## src/inc/btr_pkg.sv

```systemverilog
// Constants and types for the battery thermistor limit register bank
package btr_pkg;
  localparam logic [7:0] cold_limit_offset = 8'h62;
  localparam logic [7:0] cool_limit_offset = 8'h63;
  localparam logic [7:0] warm_limit_offset = 8'h64;
  localparam logic [7:0] hot_limit_offset  = 8'h65;
  localparam logic [7:0] part_id_offset    = 8'h6F;
  localparam logic [7:0] cold_limit_reset  = 8'h7C;
  localparam logic [7:0] cool_limit_reset  = 8'h6D;
  localparam logic [7:0] warm_limit_reset  = 8'h38;
  localparam logic [7:0] hot_limit_reset   = 8'h27;
  localparam logic [7:0] unmapped_read     = 8'h00;
  localparam logic [3:0] bits_per_byte     = 4'h8;

  typedef enum logic [3:0] {
    btr_idle     = 4'b0000,
    btr_addr     = 4'b0001,
    btr_addr_ack = 4'b0010,
    btr_ptr      = 4'b0011,
    btr_ptr_ack  = 4'b0100,
    btr_wdata    = 4'b0101,
    btr_wdat_ack = 4'b0110,
    btr_rdata    = 4'b0111,
    btr_rack     = 4'b1000
  } btr_state_e;

  typedef enum logic [2:0] {
    btr_zone_normal = 3'b000,
    btr_zone_cool   = 3'b001,
    btr_zone_cold   = 3'b010,
    btr_zone_warm   = 3'b011,
    btr_zone_hot    = 3'b100
  } btr_zone_e;
endpackage

```

## src/rtl/btr_regs.sv

```systemverilog
// Thermistor zone limit registers behind a two-wire serial target
// What this block does
// - Cold limit register 0x62, reset 0x7C
// - Cool limit register 0x63, reset 0x6D
// - Warm limit register 0x64, reset 0x38
// - Hot limit register 0x65, reset 0x27
// - Read-only part code at 0x6F
// - Button press raises host interrupt
`timescale 1ns/1ps
module btr_regs #(
  parameter logic [6:0] target_addr = 7'h35,
  // Arbitrary value, not tied to any real part
  parameter logic [7:0] part_code   = 8'h5A
) (
  input  wire logic       core_clk_in,
  input  wire logic       rst_in,
  input  wire logic       scl_in,
  input  wire logic       sda_in,
  output wire logic       sda_out,
  output logic            sda_oe_out,
  input  wire logic       push_button_n_in,
  output logic            host_int_out,
  input  wire logic [7:0] thermistor_sense_in,
  input  wire logic       thermistor_sense_valid_in,
  output btr_pkg::btr_zone_e zone_out
);
  logic [2:0] scl_sync;
  logic [2:0] sda_sync;
  logic [2:0] btn_sync;
  btr_pkg::btr_state_e state;
  btr_pkg::btr_state_e next_state;
  logic [7:0] shift;
  logic [7:0] next_shift;
  logic [3:0] bit_cnt;
  logic [3:0] next_bit_cnt;
  logic [7:0] ptr;
  logic [7:0] next_ptr;
  logic       rw;
  logic       next_rw;
  logic       next_sda_oe;
  logic [7:0] limit [4];
  logic [7:0] next_limit [4];
  logic       next_host_int;
  btr_pkg::btr_zone_e next_zone;
  logic scl_rise;
  logic scl_fall;
  logic start_cond;
  logic stop_cond;
  logic wr_en;
  logic load_rd;
  logic [7:0] load_ptr;

  function automatic logic [7:0] read_reg(input logic [7:0] a, input logic [7:0] lim [4]);
    unique case (a)
      btr_pkg::cold_limit_offset: read_reg = lim[0];
      btr_pkg::cool_limit_offset: read_reg = lim[1];
      btr_pkg::warm_limit_offset: read_reg = lim[2];
      btr_pkg::hot_limit_offset:  read_reg = lim[3];
      btr_pkg::part_id_offset:    read_reg = part_code;
      default:                    read_reg = btr_pkg::unmapped_read;
    endcase
  endfunction

  // Stage 0 feeds only stage 1; edges come from stages 1 and 2
  assign scl_rise   = scl_sync[1] & ~scl_sync[2];
  assign scl_fall   = ~scl_sync[1] & scl_sync[2];
  assign start_cond = scl_sync[1] & scl_sync[2] & ~sda_sync[1] & sda_sync[2];
  assign stop_cond  = scl_sync[1] & scl_sync[2] & sda_sync[1] & ~sda_sync[2];
  // Open-drain line: only ever pulled low
  assign sda_out    = 1'b0;

  always_comb begin
    next_state   = state;
    next_shift   = shift;
    next_bit_cnt = bit_cnt;
    next_ptr     = ptr;
    next_rw      = rw;
    next_sda_oe  = sda_oe_out;
    next_limit   = limit;
    wr_en        = 1'b0;
    load_rd      = 1'b0;
    load_ptr     = ptr;
    if (stop_cond) begin
      next_state  = btr_pkg::btr_idle;
      next_sda_oe = 1'b0;
    end else if (start_cond) begin
      // Repeated start keeps the pointer for a combined read
      next_state   = btr_pkg::btr_addr;
      next_bit_cnt = 4'h0;
      next_sda_oe  = 1'b0;
    end else if (scl_rise) begin
      unique case (state)
        btr_pkg::btr_addr, btr_pkg::btr_ptr, btr_pkg::btr_wdata: begin
          next_shift   = {shift[6:0], sda_sync[1]};
          next_bit_cnt = bit_cnt + 4'h1;
        end
        btr_pkg::btr_rdata: next_bit_cnt = bit_cnt + 4'h1;
        btr_pkg::btr_rack: begin
          if (sda_sync[1]) begin
            next_state = btr_pkg::btr_idle;
          end else begin
            load_rd      = 1'b1;
            load_ptr     = ptr + 8'h01;
            next_ptr     = load_ptr;
            next_shift   = read_reg(load_ptr, limit);
            next_bit_cnt = 4'h0;
            next_state   = btr_pkg::btr_rdata;
          end
        end
        default: ;
      endcase
    end else if (scl_fall) begin
      unique case (state)
        btr_pkg::btr_addr: begin
          if (bit_cnt == btr_pkg::bits_per_byte) begin
            if (shift[7:1] == target_addr) begin
              next_rw     = shift[0];
              next_sda_oe = 1'b1;
              next_state  = btr_pkg::btr_addr_ack;
            end else begin
              next_state = btr_pkg::btr_idle;
            end
          end
        end
        btr_pkg::btr_addr_ack: begin
          next_bit_cnt = 4'h0;
          if (rw) begin
            load_rd     = 1'b1;
            next_shift  = read_reg(ptr, limit);
            next_sda_oe = ~next_shift[7];
            next_state  = btr_pkg::btr_rdata;
          end else begin
            next_sda_oe = 1'b0;
            next_state  = btr_pkg::btr_ptr;
          end
        end
        btr_pkg::btr_ptr: begin
          if (bit_cnt == btr_pkg::bits_per_byte) begin
            next_ptr    = shift;
            next_sda_oe = 1'b1;
            next_state  = btr_pkg::btr_ptr_ack;
          end
        end
        btr_pkg::btr_wdata: begin
          if (bit_cnt == btr_pkg::bits_per_byte) begin
            // limit writes; part code ignores writes
            wr_en = 1'b1;
            for (int i = 0; i < 4; i++) begin
              if (ptr == btr_pkg::cold_limit_offset + 8'(i)) begin
                next_limit[i] = shift;
              end
            end
            next_ptr    = ptr + 8'h01;
            next_sda_oe = 1'b1;
            next_state  = btr_pkg::btr_wdat_ack;
          end
        end
        btr_pkg::btr_ptr_ack, btr_pkg::btr_wdat_ack: begin
          next_sda_oe  = 1'b0;
          next_bit_cnt = 4'h0;
          next_state   = btr_pkg::btr_wdata;
        end
        btr_pkg::btr_rdata: begin
          if (bit_cnt == btr_pkg::bits_per_byte) begin
            next_sda_oe = 1'b0;
            next_state  = btr_pkg::btr_rack;
          end else begin
            next_sda_oe = ~shift[3'(4'h7 - bit_cnt)];
          end
        end
        default: ;
      endcase
    end
  end

  always_comb begin
    next_host_int = btn_sync[2] & ~btn_sync[1];
    next_zone = zone_out;
    if (thermistor_sense_valid_in) begin
      if (thermistor_sense_in >= limit[0]) begin
        next_zone = btr_pkg::btr_zone_cold;
      end else if (thermistor_sense_in >= limit[1]) begin
        next_zone = btr_pkg::btr_zone_cool;
      end else if (thermistor_sense_in <= limit[3]) begin
        next_zone = btr_pkg::btr_zone_hot;
      end else if (thermistor_sense_in <= limit[2]) begin
        next_zone = btr_pkg::btr_zone_warm;
      end else begin
        next_zone = btr_pkg::btr_zone_normal;
      end
    end
  end

  always_ff @(posedge core_clk_in or posedge rst_in) begin
    if (rst_in) begin
      scl_sync     <= 3'h7;
      sda_sync     <= 3'h7;
      btn_sync     <= 3'h7;
      state        <= btr_pkg::btr_idle;
      shift        <= 8'h00;
      bit_cnt      <= 4'h0;
      ptr          <= 8'h00;
      rw           <= 1'b0;
      sda_oe_out   <= 1'b0;
      limit[0]     <= btr_pkg::cold_limit_reset;
      limit[1]     <= btr_pkg::cool_limit_reset;
      limit[2]     <= btr_pkg::warm_limit_reset;
      limit[3]     <= btr_pkg::hot_limit_reset;
      host_int_out <= 1'b0;
      zone_out     <= btr_pkg::btr_zone_normal;
    end else begin
      scl_sync     <= {scl_sync[1:0], scl_in};
      sda_sync     <= {sda_sync[1:0], sda_in};
      btn_sync     <= {btn_sync[1:0], push_button_n_in};
      state        <= next_state;
      shift        <= next_shift;
      bit_cnt      <= next_bit_cnt;
      ptr          <= next_ptr;
      rw           <= next_rw;
      sda_oe_out   <= next_sda_oe;
      limit        <= next_limit;
      host_int_out <= next_host_int;
      zone_out     <= next_zone;
    end
  end
endmodule // btr_regs

```

## config.mk

```make
export PLATFORM = sky130hd
export DESIGN_NAME = btr_regs
export DESIGN_NICKNAME = d
export VERILOG_FILES = /design/src/inc/btr_pkg.sv /design/src/rtl/btr_regs.sv
export SDC_FILE = /design/constraint.sdc
export NUM_CORES = 1
export LEC_CHECK = 0
export ABC_AREA = 0
export ABC_CLOCK_PERIOD_IN_PS = 3200
export BUFFER_PORTS_ARGS = -buffer_cell sky130_fd_sc_hd__buf_4
export CELL_PAD_IN_SITES_DETAIL_PLACEMENT = 0
export CELL_PAD_IN_SITES_GLOBAL_PLACEMENT = 1
export CORE_MARGIN = 5
export CORE_UTILIZATION = 40
export DETAILED_ROUTE_END_ITERATION = 7
export PLACE_DENSITY_LB_ADDON = 0.08
export SYNTH_ARGS = -nofsm -noshare
export SYNTH_HDL_FRONTEND = slang
export SYNTH_SLANG_ARGS = --single-unit
export TNS_END_PERCENT = 100
```

## constraint.sdc

```tcl
create_clock -name core_clk_in -period 3.2 [get_ports core_clk_in]
set_input_delay 0.64 -clock core_clk_in [delete_from_list [all_inputs] [get_ports core_clk_in]]
set_output_delay 0.64 -clock core_clk_in [all_outputs]
set_load 0.01 [all_outputs]
```

==> metrics.txt <==
GR Util met3=3.041%; global-route wire length before repair=approximately 23000 um; post-layout minimum cycle time=2767 ps; DRT Wirelength=around 14000 um; Syn Inst Count=547; top post-synthesis cells by area=dfrtp_1, dfstp_2, ha_1, mux2_1, inv_1; vias in the first global route=4231; number of flops mapped to enable cells by yosys=0; Area after DPL=5384 sq um; ANT cells=0; GR Layer Usage met2=around a third; RSZ-0062 raised after global routing=no; Crit path max-delay family=simple AND/OR/NAND/NOR gates; Die H=122.5 um; Max H-tree Level=3; layout cells sized above 1=17.08%; design area=5734 sq um; Max stage delay on crit path=640 ps; setup tns final=0 ps; Seq/Total Area, Yosys=35.71%; Synthesis Warnings=0; top post-synthesis cells by count=dfrtp_1, inv_1, ha_1, nand2_1, a21oi_1; largest family of logic cells by synthesized area=compound AO/OA/AOI/OAI gates; met1 usage=25.44%; Power Density=505.6 nW/um^2; Post-Synthesis Mean Instance Area=slightly above 9 sq um; clock sink count=71; area of the multi-input gates=approximately 3000 sq um; Die W=122.5 um; Max Cap Violations=0; Synth area leader=dfrtp_1; register area=about 1800 sq um; compound-cell area share of the yosys netlist=21.98%; slew at the pin closest to its max-slew limit=787.8 ps; CTS root buffer=clkbuf_16; fmax=between 300 and 400 MHz; io pins=20; grt ovf=0; global placement routability congestion=approximately 0.86; Detail Placement HPWL=10840 um; Via density=5.751; Synth Area in Adders=about a tenth; non-filler cells, final=734; mux cell area share after synthesis=8.545%; Buffers & Inverters on Critical Path=0; Leak Pwr=roughly 2.4 nW; CP max-delay cell=ha_1; Fin Hold WS=352.2 ps; worst reg2reg path depth=7; Antenna Nets Post-Route=0; DP Cell Count=718; Async S/R FF share, synth=100.0%; WP depth=7; Distinct cells, synth=71; final hold viol count=0; required time of the critical path=3420 ps; Final Util=45.81%; DP Worst Slack=roughly 390 ps; Syn-to-layout area delta=13.19%; drt drc=0; via count=about 4.2k; Hold Buf Count CTS=0; Clock Tree Buf Depth=2; Setup Viol. Count Final=0; status=finished, final reports clean; Routed WL per cell=19.68 um; Startpoint Class=flip-flop; die area=15020 sq um; Post-Synth XOR/XNOR Area=~1.4%; Design Power=2.899 mW; Hold Path Class=flip-flop to flip-flop; Yosys top cell area share=about 22%; CP Class=flip-flop to flip-flop; largest net degree at the start of global routing=41; Post-CTS Setup Bufs=0; Clock Skew=around 11 ps; fin crit share=86.46%; max_slew headroom=46.12%; VDD IR max=approximately 0.28 mV; post-synthesis register bit count=71; Slew Limit Fails=0; PostCTS Resize Cnt=0; Clock transition at path regs=60 ps; DR iter-0 viols=approximately 260; CP max FO=23; CP Capture Type=flip-flop; post-synthesis simple-gate area fraction=15.51%; hold depth=0; count leader, synth=dfrtp_1; Total GRT Usage=20.49%; Crit path arrival time=around 3000 ps; Fillers=1247; TritonCTS Buffers=9; Initial Utilization=40.47%; core area=12520 sq um; initial antenna violation count=0; Synth Cell Area=5066 sq um; number of iterations in the first detailed-routing pass=4; Final WS setup=433.3 ps; syn_nets=603; Final #Nets=613; Most used DFF post-synth=dfrtp_1; CTS tree=done; cell chain of the critical path=ha_1 > nand2b_1 > nor2_1 > and3b_1 > and4_1 > nand2_1 > mux2_1; GRT busiest layer=met2; PortBufs=18; Clock Latency Late Sink=between 300 and 400 ps; row cnt=41
worst reg2reg max path, cell delays in order, from the launching register on:
cell and delay, ps:
dfstp_2 550, ha_1 640, nand2b_1 290, nor2_1 70
and3b_1 200, and4_1 210, nand2_1 320, mux2_1 370
power breakdown:
part | switching, mW | internal (mW)
Combinational | 0.346 | 0.252
Sequential | 0.152 | 0.968
Clock | 0.410 | 0.770
Total | 0.908 | 1.99
worst paths after layout:
check	start	to	slack [ps]
max	scl_sync[1]$_DFF_PP1_	limit[7]$_DFFE_PP0P_	430
min	btn_sync[0]$_DFF_PP1_	btn_sync[1]$_DFF_PP1_	350
max reg2reg	scl_sync[1]$_DFF_PP1_	limit[7]$_DFFE_PP0P_	430
min reg2reg	btn_sync[0]$_DFF_PP1_	btn_sync[1]$_DFF_PP1_	350
max in group asynchronous	rst_in	limit[21]$_DFFE_PP1P_	2070
min in group asynchronous	rst_in	ptr[5]$_DFFE_PP0P_	410
cell type report:
type                    instances  share of cell area (%)
clock buffers                   9                   3.928
clock inverters                 7                   2.182
flip-flops and latches         71                   31.55
repair buffers                 32                   4.408
inverters                      44                   2.880
well taps                     172                   3.753
multi-input cells             399                   51.30
cells by family (layout without fill, tap and decap cells):
logic type,count (synthesis),count (layout)
mux,37,37
simple gates,148,148
xor+xnor,8,8
flops,71,71
other cells,1,1
buf+inv,77,92
compound gates,162,162
fa+ha+maj,43,43
routing by layer:
layer / share of wire [%] / up-vias
met4: 3.0 / 0
li1: - / 2052
met3: 4.0 / 30
met5: 0 / -
met1: 44 / 2041
met2: 49 / 98
sequential cells by signal, indices dropped and copies added (netlist names):
register	count
host_int_out	1
state	4
zone_out	3
ptr	8
limit	32
bit_cnt	4
sda_sync	3
shift	8
scl_sync	3
sda_oe_out	1
rw	1
btn_sync	3
cells in the final DEF, fill, tap and decap left out, types with 6 or more instances in the layout:
cell type   n
dfrtp_1    45
a221oi_1   14
clkbuf_16   9
nand2_1    38
nor3_1      8
a21oi_1    31
nor2_1     30
nand3_1    15
dfstp_2    26
nand2b_1   12
mux2_2     14
mux2_1     16
o21ai_0    25
ha_1       42
and3_1      6
a22oi_1    18
inv_1      43
a211oi_1   10
and2_1      6
nor2b_1     7
a21o_1     10
buf_4      31
Note: power is estimated with default switching activity, not from simulation.
